File: src/ids_params.svh
// Purpose: constants for the inc/dec/skip/branch execution block
// Assumes: 14-bit instruction words, 15-bit program counter
// Notes:   encodings follow the usual 14-bit core opcode map
`ifndef IDS_PARAMS_SVH
`define IDS_PARAMS_SVH
`define IDS_INSN_W        14
`define IDS_PC_W          15
`define IDS_DATA_W        8
`define IDS_FADDR_W       7
`define IDS_LIT_W         11
`define IDS_DEST_BIT      7
`define IDS_OP_HI         13
`define IDS_OP6_LO        8
`define IDS_OP3_LO        11
`define IDS_OP6_DECREMENT_FILE_OP       6'h03
`define IDS_OP6_DECREMENT_SKIP_ZERO_OP  6'h0B
`define IDS_OP6_INCREMENT_SKIP_ZERO_OP  6'h0F
`define IDS_OP3_UNCONDITIONAL_BRANCH_OP 3'h5
`define IDS_CLEAR_WORKING_WORD          14'h0100
`define IDS_CLEAR_WORKING_MASK          14'h3F80
`define IDS_ZERO_BYTE     8'h00
`define IDS_ONE_BYTE      8'h01
`define IDS_ALL_ONES      8'hFF
`define IDS_PAGE_HI       6
`define IDS_PAGE_LO       3
`define IDS_CLK_PERIOD_NS 5
`endif

File: src/ids_pkg.sv
// Purpose: types for the inc/dec/skip/branch execution block
// Assumes: nothing beyond the params header
// Notes:   states of the two-cycle sequencer
package ids_pkg;
  typedef enum logic [0:0] {
    IDS_EXEC,
    IDS_FLUSH
  } ids_state_t;

  typedef enum logic [2:0] {
    IDS_K_NONE,
    IDS_K_DECREMENT_FILE_OP,
    IDS_K_CLEAR_WORKING_OP,
    IDS_K_DECREMENT_SKIP_ZERO_OP,
    IDS_K_INCREMENT_SKIP_ZERO_OP,
    IDS_K_UNCONDITIONAL_BRANCH_OP
  } ids_kind_t;
endpackage : ids_pkg

File: src/ids_exec.sv
// Purpose: execute stage for a few file/branch instructions
// Assumes: file_rdata is the addressed register, same cycle as insn
// Notes:   core owns fetch and pc increment; this block only redirects
`include "ids_params.svh"
`timescale 1ns/1ps
module ids_exec (
  input  wire logic                    clk,
  input  wire logic                    reset,
  input  wire logic                    ce,
  input  wire logic                    insn_valid,
  input  wire logic [`IDS_INSN_W-1:0]  insn,
  input  wire logic [`IDS_DATA_W-1:0]  file_rdata,
  input  wire logic [`IDS_DATA_W-1:0]  program_page_latch,
  output logic      [`IDS_FADDR_W-1:0] file_addr,
  output logic                         file_we,
  output logic      [`IDS_DATA_W-1:0]  file_wdata,
  output logic                         w_we,
  output logic      [`IDS_DATA_W-1:0]  w_wdata,
  output logic                         zero_we,
  output logic                         zero_val,
  output logic                         pc_load,
  output logic      [`IDS_PC_W-1:0]    pc_target,
  output logic                         nop_slot
);
  ids_pkg::ids_kind_t kind;
  ids_pkg::ids_state_t state, next_state;
  logic [`IDS_FADDR_W-1:0] next_file_addr;
  logic                    next_file_we, next_w_we, next_zero_we, next_zero_val;
  logic                    next_pc_load, next_nop_slot;
  logic [`IDS_DATA_W-1:0]  next_file_wdata, next_w_wdata;
  logic [`IDS_PC_W-1:0]    next_pc_target;
  logic [`IDS_DATA_W-1:0]  result;
  logic                    dest_file, live;

  ids_decode u_dec (
    .insn (insn),
    .kind (kind)
  );

  // natural 8-bit truncation gives the wrap
  function automatic logic [`IDS_DATA_W-1:0] step(input logic [`IDS_DATA_W-1:0] v, input logic up);
    step = up ? v + `IDS_ONE_BYTE : v - `IDS_ONE_BYTE;
  endfunction : step

  assign dest_file = insn[`IDS_DEST_BIT];
  // the slot after a skip or branch is squashed whatever it holds
  assign live      = insn_valid && state == ids_pkg::IDS_EXEC;

  always_comb begin
    next_state      = ids_pkg::IDS_EXEC;
    next_file_addr  = insn[`IDS_FADDR_W-1:0];
    next_file_we    = 1'b0;
    next_file_wdata = file_wdata;
    next_w_we       = 1'b0;
    next_w_wdata    = w_wdata;
    next_zero_we    = 1'b0;
    next_zero_val   = zero_val;
    next_pc_load    = 1'b0;
    next_pc_target  = pc_target;
    next_nop_slot   = !live && insn_valid;
    result          = step(file_rdata, kind == ids_pkg::IDS_K_INCREMENT_SKIP_ZERO_OP);
    if (live) begin
      unique case (kind)
        ids_pkg::IDS_K_DECREMENT_FILE_OP,
        ids_pkg::IDS_K_DECREMENT_SKIP_ZERO_OP,
        ids_pkg::IDS_K_INCREMENT_SKIP_ZERO_OP: begin
          next_file_we    = dest_file;
          next_file_wdata = result;
          next_w_we       = !dest_file;
          next_w_wdata    = result;
          if (kind == ids_pkg::IDS_K_DECREMENT_FILE_OP) begin
            next_zero_we  = 1'b1;
            next_zero_val = result == `IDS_ZERO_BYTE;
          end else if (result == `IDS_ZERO_BYTE) begin
            next_state    = ids_pkg::IDS_FLUSH;
          end
        end
        ids_pkg::IDS_K_CLEAR_WORKING_OP: begin
          next_w_we     = 1'b1;
          next_w_wdata  = `IDS_ZERO_BYTE;
          next_zero_we  = 1'b1;
          next_zero_val = 1'b1;
        end
        ids_pkg::IDS_K_UNCONDITIONAL_BRANCH_OP: begin
          next_pc_load   = 1'b1;
          next_pc_target = {program_page_latch[`IDS_PAGE_HI:`IDS_PAGE_LO],
                            insn[`IDS_LIT_W-1:0]};
          next_state     = ids_pkg::IDS_FLUSH;
        end
        ids_pkg::IDS_K_NONE: begin
        end
      endcase
    end else if (state == ids_pkg::IDS_FLUSH && !insn_valid) begin
      next_state = ids_pkg::IDS_FLUSH;
    end
  end

  always_ff @(posedge clk) begin
    if (reset) begin
      state      <= ids_pkg::IDS_EXEC;
      file_addr  <= '0;
      file_we    <= 1'b0;
      file_wdata <= '0;
      w_we       <= 1'b0;
      w_wdata    <= '0;
      zero_we    <= 1'b0;
      zero_val   <= 1'b0;
      pc_load    <= 1'b0;
      pc_target  <= '0;
      nop_slot   <= 1'b0;
    end else if (ce) begin
      state      <= next_state;
      file_addr  <= next_file_addr;
      file_we    <= next_file_we;
      file_wdata <= next_file_wdata;
      w_we       <= next_w_we;
      w_wdata    <= next_w_wdata;
      zero_we    <= next_zero_we;
      zero_val   <= next_zero_val;
      pc_load    <= next_pc_load;
      pc_target  <= next_pc_target;
      nop_slot   <= next_nop_slot;
    end
  end
endmodule : ids_exec

File: src/ids_decode.sv
// Purpose: classify an instruction word into the handled kinds
// Assumes: word is stable for the cycle it is presented
// Notes:   purely combinational
`include "ids_params.svh"
`timescale 1ns/1ps
module ids_decode (
  input  wire logic [`IDS_INSN_W-1:0] insn,
  output ids_pkg::ids_kind_t          kind
);
  always_comb begin
    kind = ids_pkg::IDS_K_NONE;
    if ((insn & `IDS_CLEAR_WORKING_MASK) == `IDS_CLEAR_WORKING_WORD)
      kind = ids_pkg::IDS_K_CLEAR_WORKING_OP;
    else if (insn[`IDS_OP_HI:`IDS_OP3_LO] == `IDS_OP3_UNCONDITIONAL_BRANCH_OP)
      kind = ids_pkg::IDS_K_UNCONDITIONAL_BRANCH_OP;
    else if (insn[`IDS_OP_HI:`IDS_OP6_LO] == `IDS_OP6_DECREMENT_FILE_OP)
      kind = ids_pkg::IDS_K_DECREMENT_FILE_OP;
    else if (insn[`IDS_OP_HI:`IDS_OP6_LO] == `IDS_OP6_DECREMENT_SKIP_ZERO_OP)
      kind = ids_pkg::IDS_K_DECREMENT_SKIP_ZERO_OP;
    else if (insn[`IDS_OP_HI:`IDS_OP6_LO] == `IDS_OP6_INCREMENT_SKIP_ZERO_OP)
      kind = ids_pkg::IDS_K_INCREMENT_SKIP_ZERO_OP;
  end
endmodule : ids_decode

File: config.mk
export PLATFORM = sky130hd
export DESIGN_NAME = ids_exec
export DESIGN_NICKNAME = d
export VERILOG_FILES = /design/src/ids_pkg.sv /design/src/ids_exec.sv /design/src/ids_decode.sv
export VERILOG_INCLUDE_DIRS = /design/src
export SDC_FILE = /design/constraint.sdc
export NUM_CORES = 1
export LEC_CHECK = 0
export ABC_AREA = 1
export BUFFER_PORTS_ARGS = -buffer_cell sky130_fd_sc_hd__buf_2
export CORE_AREA = 10 10 83 114
export DETAILED_ROUTE_END_ITERATION = 8
export DIE_AREA = 0 0 93 124
export PLACE_DENSITY = 0.48
export SYNTH_ARGS = -nofsm -noshare
export SYNTH_HDL_FRONTEND = slang
export SYNTH_SLANG_ARGS = --single-unit
File: constraint.sdc
create_clock -name clk -period 3.35 [get_ports clk]
set_clock_uncertainty 0.2 [all_clocks]
set_input_delay 0.335 -clock clk [delete_from_list [all_inputs] [get_ports clk]]
set_output_delay 0.335 -clock clk [all_outputs]
set_load 0.005 [all_outputs]
==> results of run 1 <==
-- cell usage in the layout, fill, tap and decap left out --
cell	Yosys	routed
a211oi_1	2	2
nor3_1	2	2
inv_1	23	23
nor2_8	2	2
clkinvlp_4	0	1
inv_6	1	2
nor2_1	8	8
o21bai_1	1	1
nand2_2	6	6
ha_1	8	8
nand2_4	1	1
a21oi_2	1	1
buf_2	1	73
nor2_2	3	3
clkbuf_8	0	5
fa_1	1	1
inv_2	4	4
nand3_1	11	11
xor2_1	1	1
dfxtp_1	45	45
o211ai_2	1	1
nor2_4	3	3
nand2b_1	1	1
nand2_1	93	93
clkinv_2	0	1
nand4_1	7	7
or2_1	2	2
a21oi_1	46	46
nand3_2	2	2
nand3b_1	1	1
o21ai_1	1	1
a31oi_1	1	1
-- worst max-delay path, cell delays in order --
cell	delay [ns]
buf_2	0.11
nor2_2	0.20
nand2_2	0.22
ha_1	0.41
a21oi_1	0.25
nand2b_1	0.17
nand3_1	0.07
nand2_1	0.08
nand2_1	0.08
nand4_1	0.10
nand2_1	0.05
nand2_1	0.07
a21oi_2	0.05
-- stage by stage --
stage	worst slack, ns	std cells	area, sq um	total power [W]	hold WS (ns)
after floorplan	1.23	288	2150	0.000639	0.255
after detailed placement	0.771	448	2590	0.000686	0.250
after global placement	0.774	448	2590	0.000685	0.246
final	1.09	456	2680	0.00101	0.0890
after CTS	1.07	456	2680	0.00103	0.0790
after global routing	0.844	456	2680	0.00106	0.0877
-- where the power goes --
group | leakage, nW | internal, W | switching [W] | total (W)
clock network | 0.0445 | 0.000148 | 0.000190 | 0.000338
registers | 0.364 | 0.000543 | 0.00000417 | 0.000547
logic | 0.878 | 0.0000468 | 0.0000774 | 0.000124
-- cells by family (layout without fill, tap and decap cells) --
group | count (synthesis) | in the layout | share of synthesized area (%)
simple gates | 142 | 142 | 31.4
flops | 45 | 45 | 41.9
fa+ha+maj | 9 | 9 | 5.58
compound gates | 53 | 53 | 13.3
xor+xnor | 1 | 1 | 0.407
buf+inv | 38 | 109 | 7.45
-- Yosys cell counts --
master	instances
a211oi_1	2
fa_1	1
o21ai_1	1
nor2_1	8
nand4_1	7
a31oi_1	1
buf_4	3
nor2_4	3
o21bai_1	1
inv_1	23
nand3_1	11
nand3b_1	1
nand2_2	6
nor2_2	3
nor2_8	2
xor2_1	1
inv_6	1
nand2_4	1
nand2_1	93
ha_1	8
a21oi_2	1
nand3_2	2
buf_2	1
nor3_1	2
or2_1	2
o211ai_2	1
nand2b_1	1
inv_2	4
a21oi_1	46
dfxtp_1	45
clkbuf_1	6
-- how the worst max path moves through the flow --
stage,to,depth (start not counted),slack (ns)
final,state,13,1.09
after global placement,state,13,0.77
after CTS,state,13,1.07
after floorplan,state,12,1.23
after global routing,state,13,0.84
after detailed placement,state,13,0.77
-- final cells by class --
cell class / instances / area [sq um] / share of cell area, %
flip-flops and latches: 45 / 901 / 33.6
well taps: 97 / 121 / 4.53
multi-input cells: 205 / 1090 / 40.7
clock inverters: 3 / 21.3 / 0.794
repair buffers: 73 / 365 / 13.6
clock buffers: 5 / 68.8 / 2.57
inverters: 28 / 110 / 4.11
-- sequential cells by signal, indices dropped and copies added, names as in the netlist, 7 cells and up --
signal      flops
w_wdata         8
file_wdata      8
pc_target      15
file_addr       7
-- layer usage --
layer / up-vias / part of all wire, % / track usage, %
li1: 1068 / - / -
met1: 896 / 42 / 10.9
met2: 56 / 48 / 17.2
met3: 8 / 8.1 / 3.97
met4: 0 / 1.6 / 3.29
met5: - / 0 / 0
==> flow_metrics.env, run 1 <==
export IMPL_outcome="finished, final reports clean"
export IMPL_pin_count=78
export IMPL_synth_seq_cells=45
export IMPL_die_w_um=93
export IMPL_rsz0062_at_grt="false"
export IMPL_hpwl_mm=4.59
export IMPL_hold_viol=0
export IMPL_netlist_area_sq_um=2150
export IMPL_final_setup_viol_count=0
export IMPL_die_y_um=124
export IMPL_syn_avg_cell_area_sq_um=7.47
export IMPL_syn2layout_area_growth_pct=24.5
export IMPL_cp_required_ns=3.30
export IMPL_cts_buffer_depth=2
export IMPL_core_area_sq_um=7310
export IMPL_diodes=0
export IMPL_crit_start="insn[13]"
export IMPL_tightest_slew_ns=0.826
export IMPL_via_per_inst=4.45
export IMPL_groute_usage_overall_pct=9.98
export IMPL_cp_arrival_ns=2.20
export IMPL_row_count=37
export IMPL_die_area_sq_um=11500
export IMPL_r2r_start="state"
export IMPL_fin_setup_tns_ns=0
export IMPL_ctsHoldBuffers=0
export IMPL_fin_crit_ns=2.26
export IMPL_max_clock_freq_mhz=443
export IMPL_htree_num_levels=2
export IMPL_powerDensity_nw_per_um2=377
export IMPL_drtAntennaViolNets=0
export IMPL_cts_clk_slew_worst_paths_ns=0.09
export IMPL_period_share_pct=67.3
export IMPL_ir_drop_mv=0.182
export IMPL_syn_nets=331
export IMPL_ys_types=31
export IMPL_cp_start_kind="input pin"
export IMPL_grt_pass1_vias=2023
export IMPL_root_buffer="clkbuf_8"
export IMPL_leakage_nw=1.29
export IMPL_min_to="pc_target[12]"
export IMPL_max_cap_violations=0
export IMPL_clock_latency_ns=0.29
export IMPL_cp_max_fo=10
export IMPL_yosysWarningCount=0
export IMPL_worstHoldStart="program_page_latch[4]"
export IMPL_path_class="input pin to flop"
export IMPL_rr_worst_depth=6
export IMPL_reg2reg_to="w_wdata[0]"
export IMPL_cts_setup_buffers=0
export IMPL_timing_slew_headroom_pct=44.9
export IMPL_clock_sinks=45
export IMPL_initial_utilization_pct=29.4
export IMPL_grt_start_max_net_pins=46
export IMPL_cts_tree="done"
export IMPL_grt_antenna_before_repair=0
export IMPL_nets=401
export IMPL_wl_per_cell_um=12.9
export IMPL_yosys_area_top_type="dfxtp_1"
export IMPL_totalWireLength_mm=5.88
export IMPL_synthTopCellsByArea="dfxtp_1 (42%), nand2_1 (16%), a21oi_1 (11%), ha_1 (4.7%), inv_1 (4.0%)"
export IMPL_synth_cells=288
export IMPL_first_iter_violations=44
export IMPL_drc=0
export IMPL_drive_gt1_share_pct=29.2
export IMPL_cts_resized=0
export IMPL_yosysSeqAreaShare_pct=41.9
export IMPL_synth_top_area_share_pct=41.9
export IMPL_maxSlewViolCount=0
export IMPL_num_vias=2028
export IMPL_end_kind="flop"
export IMPL_cts_buffers=5
export IMPL_worst_hold_path_type="input pin to flop"
export IMPL_r2r_slack_ns=1.60
export IMPL_grt_ovfl_total=0
export IMPL_grt_pass1_wl_mm=9.52
export IMPL_holdPathStages=3
export IMPL_drt_pass1_iter_count=4
export IMPL_finish_utilization_pct=36.6
export IMPL_gp_congestion=0.814
export IMPL_portBuffers=73
export IMPL_num_fill_cells=832
No activity file was read; power rests on OpenSTA's default activity.
==> run 2: changes to the inputs <==
--- a/config.mk
+++ b/config.mk
@@ -11,7 +11,7 @@
 export CORE_AREA = 10 10 83 114
 export DETAILED_ROUTE_END_ITERATION = 8
 export DIE_AREA = 0 0 93 124
-export PLACE_DENSITY = 0.48
+export PLACE_DENSITY = 0.5
 export SYNTH_ARGS = -nofsm -noshare
 export SYNTH_HDL_FRONTEND = slang
 export SYNTH_SLANG_ARGS = --single-unit
==> constraint.sdc (replaced) <==
create_clock -name clk -period 1.83 [get_ports clk]
set_clock_uncertainty 0.2 [all_clocks]
set_input_delay 0.183 -clock clk [delete_from_list [all_inputs] [get_ports clk]]
set_output_delay 0.183 -clock clk [all_outputs]
set_load 0.005 [all_outputs]
==> run 2 against run 1 <==
Against the previous run:
- design area increased by 23%
- clock power increased by 89%
- setup slack got worse by 1.2 ns
- via count increased by 9.4%
- total power increased by 98%
- highest routed layer unchanged
- largest cell class unchanged
- the run now ends with setup timing left
- clock-buffer cell count unchanged
==> flow_metrics.env, run 2 (same netlist as run 1, synthesis figures left out) <==
export IMPL_holdPathStages=4
export IMPL_cp_start_kind="input pin"
export IMPL_seq_power_share_pct=50.2
export IMPL_switching_share_pct=27.5
export IMPL_min_to="state"
export IMPL_path_class="input pin to flop"
export IMPL_rr_worst_depth=7
export IMPL_powerDensity_nw_per_um2=604
export IMPL_crit_start="insn[10]"
export IMPL_period_share_pct=104
export IMPL_grt_start_max_net_pins=30
export IMPL_gp_congestion=0.793
export IMPL_largest_register="pc_target"
export IMPL_max_clock_freq_mhz=526
export IMPL_fin_crit_ns=1.90
export IMPL_failed_checks="setup timing"
export IMPL_power_frac_clock_pct=32.1
export IMPL_leakage_nw=1.55
export IMPL_outcome="finished, violations left"
export IMPL_ir_drop_mv=0.341
export IMPL_whs_ns=0.0540
export IMPL_final_common_cell="nand2_1"
export IMPL_max_stage_delay_ns=0.44
export IMPL_totalPowerFinal_w=0.00200
export IMPL_worstHoldStart="ce"
export IMPL_top_usage_layer="met2"
export IMPL_drtAntennaViolNets=0
export IMPL_hpwl_mm=5.05
export IMPL_use_met1_pct=12.7
export IMPL_first_iter_violations=63
export IMPL_cts_buffer_depth=2
export IMPL_portBuffers=73
export IMPL_pin_count=78
export IMPL_comb_power_share_pct=17.7
export IMPL_fin_area_sq_um=3300
export IMPL_nets=445
export IMPL_drt_pass1_iter_count=4
export IMPL_clock_latency_ns=0.29
export IMPL_cp_common_cell="nand2_1"
export IMPL_htree_num_levels=2
export IMPL_groute_usage_overall_pct=11.0
export IMPL_rsz0062_at_grt="true"
export IMPL_path_buf_inv=1
export IMPL_tightest_slew_ns=0.369
export IMPL_r2r_start="state"
export IMPL_wl_per_cell_um=13.2
export IMPL_die_w_um=93
export IMPL_maxSlewViolCount=0
export IMPL_reg2reg_to="w_wdata[7]"
export IMPL_die_y_um=124
export IMPL_cp_top_family="simple AND/OR/NAND/NOR gates"
export IMPL_layout_common_cells="nand2_1 (92), buf_2 (67), dfxtp_1 (45)"
export IMPL_grt_pass1_wl_mm=10.4
export IMPL_totalWireLength_mm=6.60
export IMPL_syn2layout_area_growth_pct=53.6
export IMPL_root_buffer="clkbuf_8"
export IMPL_finish_utilization_pct=45.2
export IMPL_clock_sinks=45
export IMPL_fin_setup_tns_ns=-0.108
export IMPL_drive_gt1_share_pct=37.7
export IMPL_grt_util_met3_pct=3.25
export IMPL_crit_slowest_cell="fa_2"
export IMPL_worst_hold_path_type="input pin to flop"
export IMPL_num_fill_cells=784
export IMPL_cp_required_ns=1.86
export IMPL_num_vias=2218
export IMPL_cts_tree="done"
export IMPL_top_regs="pc_target x15, file_wdata x8, w_wdata x8"
export IMPL_p_switching_w=0.000548
export IMPL_path_cells="buf_8 > nand2_4 > nor2_4 > nand2_8 > fa_2 > xor2_2 > nor2_1 > nand3_1 > nor2_2 > nand4_1 > nand2_1 > nand2_1 > a21oi_2"
export IMPL_timing_slew_headroom_pct=75.4
export IMPL_use_met2_pct=19.1
export IMPL_hold_viol=0
export IMPL_grt_pass1_vias=2147
export IMPL_diodes=0
export IMPL_largest_reg_flops=15
export IMPL_dpl_cell_area_sq_um=2850
export IMPL_r2r_slack_ns=0.29
export IMPL_end_kind="flop"
export IMPL_cp_max_fo=5
export IMPL_max_cap_violations=0
export IMPL_core_area_sq_um=7310
export IMPL_via_per_inst=4.44
export IMPL_die_area_sq_um=11500
export IMPL_drc=0
export IMPL_grt_ovfl_total=0
export IMPL_final_setup_viol_count=2
export IMPL_fin_ws_ns=-0.0699
export IMPL_p_int_w=0.00145
export IMPL_grt_antenna_before_repair=0
export IMPL_cp_arrival_ns=1.93
export IMPL_initial_utilization_pct=29.4
export IMPL_cts_buffers=5
export IMPL_row_count=37
export IMPL_cts_clk_slew_worst_paths_ns=0.09
-- run 2: per-stage QoR --
stage | setup slack, ns | cells
floorplan | -0.0276 | 288
global placement | -0.283 | 469
detailed placement | -0.333 | 469
CTS | 0.000316 | 490
global route | -0.211 | 500
finish | -0.0699 | 500
-- run 2: worst reg2reg max path, cell delays in order, from the launching register on --
cell and delay (ns):
dfxtp_1 0.46, nor2_8 0.08, inv_6 0.08, nor2_4 0.06
buf_12 0.14, nor2_4 0.23, nand2_1 0.08, a21oi_1 0.15
-- run 2: cell type report --
type	instances	area (sq um)	share of cell area (%)
inverter	28	110	3.33
multi-input combinational	206	1260	38.1
timing repair buffer	116	820	24.8
sequential	45	901	27.3
clock inverter	3	25.0	0.757
clock buffer	5	68.8	2.08
tap	97	121	3.67
-- run 2: what timing repair did --
action | CTS | global route
hold buffers | 13 | 0
pin swaps | 0 | 19
setup endpoints to repair | 1 | 15
buffers inserted | 0 | 9
gates resized for setup | 2 | 22
hold endpoints to repair | 21 | 0
gates cloned | 0 | 1
-- run 2: how the worst max path moves through the flow --
stage	to	slack, ns	depth (start not counted)
2_1_floorplan	state	-0.03	12
3_3_place_gp	state	-0.28	15
3_5_place_dp	state	-0.33	16
4_1_cts	state	0.0003	14
5_1_grt	state	-0.21	13
6_report	state	-0.07	13
-- run 2: power by group through the flow --
| stage | sequential [W] | clock [W] | combinational (W) |
|---|---|---|---|
| after detailed placement | 0.00102 | 0 | 0.000290 |
| after floorplan | 0.00103 | 0 | 0.000155 |
| after CTS | 0.00100 | 0.000678 | 0.000316 |
| final | 0.00100 | 0.000639 | 0.000354 |
| after global routing | 0.00100 | 0.000710 | 0.000391 |
| after global placement | 0.00102 | 0 | 0.000287 |
-- run 2: per-layer routing --
layer	wire length, um	part of all wire, %
met1	2890	44
met2	3290	50
met3	355	5.4
met4	54	0.82
met5	0	0
